===== src/rtl/cdu_consts.vh =====
// Constants for the current DAC update control block.
// Included by the design files by bare name; definitions only.
`ifndef CDU_CONSTS_VH
`define CDU_CONSTS_VH
// Register byte offsets, one aligned word each
`define CDU_OFF_CTRL0      8'h00
`define CDU_OFF_LOW0       8'h04
`define CDU_OFF_HIGH0      8'h08
`define CDU_OFF_CTRL1      8'h10
`define CDU_OFF_LOW1       8'h14
`define CDU_OFF_HIGH1      8'h18
`define CDU_OFF_STATUS     8'h20
// Control register fields
`define CDU_EN_BIT         7
`define CDU_MODE_HI        6
`define CDU_MODE_LO        4
`define CDU_RANGE_HI       1
`define CDU_RANGE_LO       0
// Update modes
`define CDU_MODE_TMR0      3'h0
`define CDU_MODE_TMR1      3'h1
`define CDU_MODE_TMR2      3'h2
`define CDU_MODE_TMR3      3'h3
`define CDU_MODE_RISE      3'h4
`define CDU_MODE_FALL      3'h5
`define CDU_MODE_ANYEDGE   3'h6
`define CDU_MODE_DEMAND    3'h7
// Full-scale range codes: 0.5 mA, 1 mA, 2 mA
`define CDU_RANGE_0P5MA    2'h0
`define CDU_RANGE_1MA      2'h1
`define CDU_RANGE_2MA      2'h2
// Reset values and bus response codes
`define CDU_CTRL_RESET     8'h70
`define CDU_RESP_OKAY      2'h0
`define CDU_RESP_SLVERR    2'h2
`endif


===== src/rtl/cdu_channel.v =====
// One converter channel: staging, trigger select and output latch.
// Assumes single clock; triggers and pin level synchronous to aclk.
`include "cdu_consts.vh"
module cdu_channel #(
   parameter CODE_W = 10
) (
   input  wire              aclk,
   input  wire              aresetn,
   input  wire [7:0]        ctrl,
   input  wire              wr_high,
   input  wire              wr_low,
   input  wire [7:0]        wdata,
   input  wire [3:0]        timer_ovf,
   input  wire              trig_pin,
   output reg  [CODE_W-1:0] code,
   output reg  [CODE_W-1:0] staged
);
   reg  [2:0] mode;
   reg        pin_q;
   reg        fire;
   always @* begin
      mode = ctrl[`CDU_MODE_HI:`CDU_MODE_LO];
      case (mode)
         `CDU_MODE_TMR0:    fire = timer_ovf[0];
         `CDU_MODE_TMR1:    fire = timer_ovf[1];
         `CDU_MODE_TMR2:    fire = timer_ovf[2];
         `CDU_MODE_TMR3:    fire = timer_ovf[3];
         `CDU_MODE_RISE:    fire = trig_pin & ~pin_q;
         `CDU_MODE_FALL:    fire = ~trig_pin & pin_q;
         `CDU_MODE_ANYEDGE: fire = trig_pin ^ pin_q;
         default:           fire = wr_high;
      endcase
   end
   always @(posedge aclk) begin
      if (!aresetn) begin
         pin_q  <= 1'b0;
         code   <= {CODE_W{1'b0}};
         staged <= {CODE_W{1'b0}};
      end else begin
         pin_q <= trig_pin;
         // Low byte holds only bits [1:0] in its top two positions
         if (wr_low)
            staged[1:0] <= wdata[7:6];
         if (wr_high)
            staged[CODE_W-1:2] <= wdata;
         // Latch takes the high byte being written this cycle
         if (fire && ctrl[`CDU_EN_BIT]) begin
            if (wr_high)
               code <= {wdata, (wr_low ? wdata[7:6] : staged[1:0])};
            else
               code <= staged;
         end
      end
   end
endmodule // cdu_channel


===== src/rtl/cdu_top.v =====
// Two current DAC update controllers behind an AXI4-Lite slave.
// Assumes one 25 MHz clock, synchronous trigger inputs and pad logic outside.
// Operation
// - Two independent converters, each taking a 10-bit code.
// - Each converter selects 0.5, 1 or 2 mA full-scale range.
// - Enable clear leaves the pin as ordinary GPIO.
// - Enable set disables pin driver and pull-up, connects converter output.
// - Bias generator runs while any converter is enabled.
// - Updates trigger on high-byte write, timer overflow or pin edge.
// - Mode field bits 6:4 reset to 111, on-demand mode.
// - On-demand: low-byte writes held until high byte written.
//
// Design decisions made here: register access over AXI4-Lite and the register addresses.
`include "cdu_consts.vh"
module cdu_top #(
   parameter CODE_W = 10
) (
   input  wire              aclk,
   input  wire              aresetn,
   input  wire [7:0]        s_axi_awaddr,
   input  wire              s_axi_awvalid,
   output reg               s_axi_awready,
   input  wire [31:0]       s_axi_wdata,
   input  wire [3:0]        s_axi_wstrb,
   input  wire              s_axi_wvalid,
   output reg               s_axi_wready,
   output reg  [1:0]        s_axi_bresp,
   output reg               s_axi_bvalid,
   input  wire              s_axi_bready,
   input  wire [7:0]        s_axi_araddr,
   input  wire              s_axi_arvalid,
   output reg               s_axi_arready,
   output reg  [31:0]       s_axi_rdata,
   output reg  [1:0]        s_axi_rresp,
   output reg               s_axi_rvalid,
   input  wire              s_axi_rready,
   input  wire [3:0]        timer_ovf,
   input  wire [1:0]        trig_pin,
   output reg  [CODE_W-1:0] dac0_code,
   output reg  [CODE_W-1:0] dac1_code,
   output reg  [1:0]        dac0_range,
   output reg  [1:0]        dac1_range,
   output reg  [1:0]        dac_pin_connect,
   output reg  [1:0]        gpio_driver_disable,
   output reg  [1:0]        gpio_pullup_disable,
   output reg               bias_enable
);
   reg  [7:0]        ctrl [0:1];
   reg  [7:0]        aw_addr;
   reg  [31:0]       w_data;
   reg  [3:0]        w_strb;
   reg               aw_have;
   reg               w_have;
   wire [CODE_W-1:0] code   [0:1];
   wire [CODE_W-1:0] staged [0:1];
   wire              do_wr;
   wire              lane0;
   wire [1:0]        wr_low_v;
   wire [1:0]        wr_high_v;
   reg               wr_ok;
   reg  [31:0]       rd_val;
   reg               rd_ok;

   // Write fires once both address and data have been caught
   assign do_wr = aw_have && w_have && !s_axi_bvalid;
   assign lane0 = w_strb[0];

   // Per converter: its control register and its update channel
   genvar gi;
   generate
      for (gi = 0; gi < 2; gi = gi + 1) begin : g_ch
         assign wr_low_v[gi]  = do_wr && lane0 && (aw_addr == (`CDU_OFF_LOW0 + gi*8'h10));
         assign wr_high_v[gi] = do_wr && lane0 && (aw_addr == (`CDU_OFF_HIGH0 + gi*8'h10));
         cdu_channel #(.CODE_W(CODE_W)) u_ch (
            .aclk      (aclk),
            .aresetn   (aresetn),
            .ctrl      (ctrl[gi]),
            .wr_high   (wr_high_v[gi]),
            .wr_low    (wr_low_v[gi]),
            .wdata     (w_data[7:0]),
            .timer_ovf (timer_ovf),
            .trig_pin  (trig_pin[gi]),
            .code      (code[gi]),
            .staged    (staged[gi])
         );
         always @(posedge aclk) begin
            if (!aresetn) begin
               ctrl[gi] <= `CDU_CTRL_RESET;
            end else if (do_wr && lane0 && aw_addr == (`CDU_OFF_CTRL0 + gi*8'h10)) begin
               ctrl[gi] <= w_data[7:0];
            end
         end
      end
   endgenerate

   // Writes to unmapped offsets get an error response and store nothing
   always @* begin
      case (aw_addr)
         `CDU_OFF_CTRL0, `CDU_OFF_LOW0, `CDU_OFF_HIGH0,
         `CDU_OFF_CTRL1, `CDU_OFF_LOW1, `CDU_OFF_HIGH1: wr_ok = 1'b1;
         default: wr_ok = 1'b0;
      endcase
   end

   // Data offsets read back the staged bytes, not what the converter shows
   always @* begin
      rd_ok = 1'b1;
      case (s_axi_araddr)
         `CDU_OFF_CTRL0:  rd_val = {24'h000000, ctrl[0]};
         `CDU_OFF_LOW0:   rd_val = {24'h000000, staged[0][1:0], 6'h00};
         `CDU_OFF_HIGH0:  rd_val = {24'h000000, staged[0][CODE_W-1:2]};
         `CDU_OFF_CTRL1:  rd_val = {24'h000000, ctrl[1]};
         `CDU_OFF_LOW1:   rd_val = {24'h000000, staged[1][1:0], 6'h00};
         `CDU_OFF_HIGH1:  rd_val = {24'h000000, staged[1][CODE_W-1:2]};
         `CDU_OFF_STATUS: rd_val = {12'h000, code[1], code[0]};
         default: begin
            rd_val = 32'h00000000;
            rd_ok  = 1'b0;
         end
      endcase
   end

   // Write address: ready is a one-cycle pulse, address kept until the response
   always @(posedge aclk) begin
      if (!aresetn) begin
         s_axi_awready <= 1'b0;
         aw_have       <= 1'b0;
         aw_addr       <= 8'h00;
      end else begin
         s_axi_awready <= s_axi_awvalid && !aw_have && !s_axi_awready;
         if (s_axi_awvalid && s_axi_awready) begin
            aw_have <= 1'b1;
            aw_addr <= {s_axi_awaddr[7:2], 2'b00};
         end else if (s_axi_bvalid && s_axi_bready) begin
            aw_have <= 1'b0;
         end
      end
   end

   // Write data: may arrive before or after the address
   always @(posedge aclk) begin
      if (!aresetn) begin
         s_axi_wready <= 1'b0;
         w_have       <= 1'b0;
         w_data       <= 32'h00000000;
         w_strb       <= 4'h0;
      end else begin
         s_axi_wready <= s_axi_wvalid && !w_have && !s_axi_wready;
         if (s_axi_wvalid && s_axi_wready) begin
            w_have <= 1'b1;
            w_data <= s_axi_wdata;
            w_strb <= s_axi_wstrb;
         end else if (s_axi_bvalid && s_axi_bready) begin
            w_have <= 1'b0;
         end
      end
   end

   // Write response follows both halves; the captured halves are freed
   // only at its handshake, so a second write cannot overtake the first
   always @(posedge aclk) begin
      if (!aresetn) begin
         s_axi_bvalid <= 1'b0;
         s_axi_bresp  <= `CDU_RESP_OKAY;
      end else if (do_wr) begin
         s_axi_bvalid <= 1'b1;
         s_axi_bresp  <= wr_ok ? `CDU_RESP_OKAY : `CDU_RESP_SLVERR;
      end else if (s_axi_bvalid && s_axi_bready) begin
         s_axi_bvalid <= 1'b0;
      end
   end

   // Read address: refused while read data still stands,
   // so at most one read is ever under way
   always @(posedge aclk) begin
      if (!aresetn) begin
         s_axi_arready <= 1'b0;
      end else begin
         s_axi_arready <= s_axi_arvalid && !s_axi_arready && !s_axi_rvalid;
      end
   end

   // Read data: decoded from s_axi_araddr as presented at the handshake edge
   always @(posedge aclk) begin
      if (!aresetn) begin
         s_axi_rvalid <= 1'b0;
         s_axi_rdata  <= 32'h00000000;
         s_axi_rresp  <= `CDU_RESP_OKAY;
      end else if (s_axi_arvalid && s_axi_arready) begin
         s_axi_rvalid <= 1'b1;
         s_axi_rdata  <= rd_val;
         s_axi_rresp  <= rd_ok ? `CDU_RESP_OKAY : `CDU_RESP_SLVERR;
      end else if (s_axi_rvalid && s_axi_rready) begin
         s_axi_rvalid <= 1'b0;
      end
   end

   // Pin ownership and analog controls, all registered
   always @(posedge aclk) begin
      if (!aresetn) begin
         dac0_code           <= {CODE_W{1'b0}};
         dac1_code           <= {CODE_W{1'b0}};
         dac0_range          <= `CDU_RANGE_0P5MA;
         dac1_range          <= `CDU_RANGE_0P5MA;
         dac_pin_connect     <= 2'b00;
         gpio_driver_disable <= 2'b00;
         gpio_pullup_disable <= 2'b00;
         bias_enable         <= 1'b0;
      end else begin
         dac0_code  <= code[0];
         dac1_code  <= code[1];
         // Reserved code 3 falls back to the 2 mA setting
         dac0_range <= (ctrl[0][1:0] == 2'h3) ? `CDU_RANGE_2MA : ctrl[0][1:0];
         dac1_range <= (ctrl[1][1:0] == 2'h3) ? `CDU_RANGE_2MA : ctrl[1][1:0];
         dac_pin_connect     <= {ctrl[1][`CDU_EN_BIT], ctrl[0][`CDU_EN_BIT]};
         gpio_driver_disable <= {ctrl[1][`CDU_EN_BIT], ctrl[0][`CDU_EN_BIT]};
         gpio_pullup_disable <= {ctrl[1][`CDU_EN_BIT], ctrl[0][`CDU_EN_BIT]};
         bias_enable <= ctrl[0][`CDU_EN_BIT] | ctrl[1][`CDU_EN_BIT];
      end
   end
endmodule // cdu_top


===== config.mk =====
export PLATFORM = sky130hd
export DESIGN_NAME = cdu_top
export DESIGN_NICKNAME = d
export VERILOG_FILES = /design/src/rtl/cdu_channel.v /design/src/rtl/cdu_top.v
export VERILOG_INCLUDE_DIRS = /design/src /design/src/rtl
export SDC_FILE = /design/constraint.sdc
export NUM_CORES = 1
export LEC_CHECK = 0
export ABC_AREA = 0
export BUFFER_PORTS_ARGS = -buffer_cell sky130_fd_sc_hd__buf_4
export CAP_MARGIN = 10
export CORE_UTILIZATION = 57
export DETAILED_ROUTE_END_ITERATION = 8
export GPL_TIMING_DRIVEN = 1
export PLACE_DENSITY_LB_ADDON = 0.15
export SYNTH_ARGS = -nofsm -noshare
export SYNTH_HDL_FRONTEND = slang
export SYNTH_HIERARCHICAL = 1
export SYNTH_SLANG_ARGS = --single-unit

===== constraint.sdc =====
create_clock -name aclk -period 5.3 [get_ports aclk]
set_input_delay 0.53 -clock aclk [delete_from_list [all_inputs] [get_ports aclk]]
set_output_delay 0.53 -clock aclk [all_outputs]
set_load 0.02 [all_outputs]

==> flow_summary_export.csv <==
group,metric,value,unit
yosys,synth_common_cells,"113 x dfxtp_1, 55 x and2_1, 47 x nand2_1, 35 x nor2b_1, 30 x mux2i_1",
global_route,grtUsageMet2,37.8,%
detailed_routing,drt_iter0_drc,137,
outcome,status,"completed",
detailed_routing,num_vias,3668,
power,p_sw,0.492,mW
worst_setup_path,critPathKind,"register to register",
cts,cts.sinks,129,
worst_setup_path,endpoint_kind,"register",
detailed_routing,viasPerCell,5.12,
die,die_h,99.6,um
cells_and_area,antennaDiodeCount,0,
sta,worstMarginPinSlew,1210,ps
worst_setup_path,startpoint_type,"register",
die,io_pins,137,
run,maxCapViolations,0,
worst_setup_path,critical_path.cell_chain,"nor3_1 -> nand4_1 -> nor2_1 -> mux4_2 -> o2111ai_4 -> mux2_2",
global_route,grt.met1_usage,28.9,%
cts,clk_latency,510,ps
sta,finalCriticalPeriod,2880,ps
worst_setup_path,path_max_fanout,10,
detailed_routing,drtAntennaViolNets,0,
placement,hpwlAfterDp,7380,um
sta,achievable-frequency,347,MHz
yosys,synth.top_cell.area_share,41.7,%
worst_hold_path,hold_path.startpoint,"trig_pin[0]",
detailed_routing,wl_per_cell,15.2,um
sta,hold_viol_final,0,
global_route,grt_use_met3,6.18,%
sta,report.final.slew_viol_count,0,
yosys,netlist_area,0.00543,mm2
cells_and_area,final_util,71.8,%
yosys,ys_seq_elements,129,
yosys,synth-edff-count,16,
sta,finalClockSkew,5.79,ps
worst_setup_path,reg2reg_setup_slack,2420,ps
power,total_power,2.16,mW
sta,period_share,54.4,%
yosys,synth_cells,488,
worst_setup_path,r2r-start,"aw_addr[7]$_SDFFE_PN0P_",
cts,cts_buffers,17,
worst_setup_path,arrival,3280,ps
power,p_clk_share,48.1,%
yosys,synth_flop_cell,"dfxtp_1",
sta,maxSlewHeadroom,18.3,%
worst_hold_path,whs_endpoint,"g_ch[0].u_ch/pin_q$_SDFF_PN0_",
detailed_routing,finalWirelength,10900,um
power,p_sw_share,22.8,%
placement,gp_congestion,0.837,
sta,fin_setup_tns,0,ps
yosys,synth.avg_cell_area,11.1,um2
cts,cts_root_buf,"clkbuf_8",
power,p_leak,2.70,nW
detailed_routing,drc_errors,0,
yosys,yosysSeqAreaShare,50.5,%
cts,cts_tree,"yes",
cts,ctsResizeCount,0,
power,power_frac_seq,46.9,%
cts,cts_setup_buffers,0,
worst_hold_path,hold_path.class,"input pin to register",
cells_and_area,final_layout_size_suffix_gt1_share,30.0,%
die,std_cell_rows,35,
yosys,synth.most_common_cell,"dfxtp_1",
worst_setup_path,cp.required,5700,ps
worst_hold_path,whs_path_depth,2,
sta,grt_setup_unrepaired,"no",
yosys,yosysWarnings,6,
placement,numPortBuffers,93,
cts,clk_pin_slew,60,ps
yosys,synth_top_area_cell,"dfxtp_1",
cells_and_area,areaGrowthSynthToFinish,22.2,%
global_route,grt_remaining_overflow,0,
detailed_routing,drt-pass1-iter-count,4,
worst_setup_path,r2r.worst_path.cells,6,
global_route,grtUsageTotal,23.0,%
power,intPower,1.66,mW
die,die-area,0.00992,mm2
power,ir_drop,0.179,mV
power,combPwrFrac,4.9,%
yosys,synthTopCellsByArea,"dfxtp_1 42%, edfxtp_1 8.8%, and2_1 6.3%",
global_route,grt_busiest_layer,"met2",
global_route,antenna_found_initial,0,
cts,cts_buffer_depth,2,
power,power_density,325,mW/mm2
cts,h-tree-depth,4,
sta,setup_viol,0,
global_route,grt_pass1_vias,3489,
die,core-area,0.00924,mm2
worst_setup_path,r2r_end,"g_ch[1].u_ch/code[4]$_SDFFE_PN0P_",
worst_setup_path,crit_slowest_cell,"nor2_1",
cts,ctsHoldBuffers,0,
yosys,synth_cell_types,50,
die,start_util,58.8,%
die,die_w,99.6,um
yosys,synthArstFlopShare,0,%
cells_and_area,fin_nets,644,
worst_setup_path,critPathMaxStageDelay,840,ps
global_route,grt_pass1_wl,17400,um
global_route,grt_max_degree,114,
==> how the worst max path moves through the flow <==
stage,endpoint,startpoint,cells after the start
floorplan,g_ch[0].u_ch/code[2]$_SDFFE_PN0P_,s_axi_bvalid$_SDFFE_PN0P_,7
global placement,g_ch[1].u_ch/code[6]$_SDFFE_PN0P_,aw_addr[7]$_SDFFE_PN0P_,6
detailed placement,g_ch[1].u_ch/code[7]$_SDFFE_PN0P_,aw_addr[7]$_SDFFE_PN0P_,6
CTS,g_ch[1].u_ch/code[8]$_SDFFE_PN0P_,aw_addr[7]$_SDFFE_PN0P_,6
global route,g_ch[1].u_ch/code[8]$_SDFFE_PN0P_,aw_addr[7]$_SDFFE_PN0P_,6
finish,g_ch[1].u_ch/code[4]$_SDFFE_PN0P_,aw_addr[7]$_SDFFE_PN0P_,6
==> final cells by class <==
cell class,instances,area (um2)
flip-flops and latches,129,2740
fillers,649,2600
multi-input cells,322,2450
repair buffers,96,721
clock buffers,17,414
well taps,129,161
clock inverters,14,118
inverters,9,33.8
==> layer usage <==
metal	wire, um	vias to the layer above
li1	-	1838
met1	5000	1722
met2	5240	99
met3	515	9
met4	114	0
met5	0	-
==> power by group through the flow <==
stage / combinational (mW) / clock, mW / sequential, mW
after floorplan: 0.0683 / 0 / 1.03
after global placement: 0.103 / 0 / 1.03
after detailed placement: 0.105 / 0 / 1.03
after CTS: 0.106 / 1.06 / 1.01
after global routing: 0.115 / 1.09 / 1.01
final: 0.106 / 1.04 / 1.01
==> state kept, by name, summed over array words and instances, names as in the netlist, 6 cells and up <==
register and flops:
dac1_code 10, s_axi_rdata 20, dac0_code 10, w_data 8, g_ch.u_ch/staged 20, ctrl 16, aw_addr 6, g_ch.u_ch/code 20
==> cell families (layout without fill, tap and decap cells) <==
| kind of cell | Yosys count | count (layout) | share of synthesized area [%] |
|---|---|---|---|
| simple gates | 186 | 186 | 19.5 |
| fa+ha+maj | 4 | 4 | 0.922 |
| flops | 129 | 129 | 50.5 |
| other cells | 1 | 14 | 0.0691 |
| buf+inv | 50 | 136 | 5.32 |
| mux | 61 | 61 | 13.8 |
| compound gates | 57 | 57 | 9.86 |
==> cells in the final DEF, fill, tap and decap left out, types with 2 or more instances in the layout <==
master,netlist,routed
mux2i_1,30,30
mux4_2,9,9
inv_1,9,9
ha_1,4,4
a22o_1,14,14
a22oi_1,2,2
mux2_2,21,21
and2_1,55,55
dfxtp_1,113,113
clkinv_4,0,4
clkbuf_16,0,16
a21boi_1,8,8
nand2b_1,9,9
conb_1,1,14
o2111ai_4,2,2
nand3_1,9,9
nor2b_1,35,35
a21boi_0,10,10
edfxtp_1,16,16
nor4bb_1,3,3
clkinv_2,0,6
a221o_1,2,2
and4b_1,2,2
nor2_1,9,9
buf_4,18,96
nor3_2,2,2
nor3_1,5,5
nand2_1,47,47
a22oi_2,10,10
==> metrics by stage <==
stage,area [um2],worst slack (ps),hold WS (ps),instances
after floorplan,5480,2880,413,501
after global placement,6110,2520,436,685
after detailed placement,6110,2480,443,685
after CTS,6640,2480,222,716
after global routing,6640,2230,244,716
final,6640,2420,243,716
==> worst max-delay path: cells and delay by family (launching register included) <==
kind             cells  cell delay (ps)
AO/OA/AOI/OAI        1              260
flip-flops           1              320
multiplexers         2              810
AND/OR/NAND/NOR      3             1370
No activity file was read; power rests on OpenSTA's default activity.
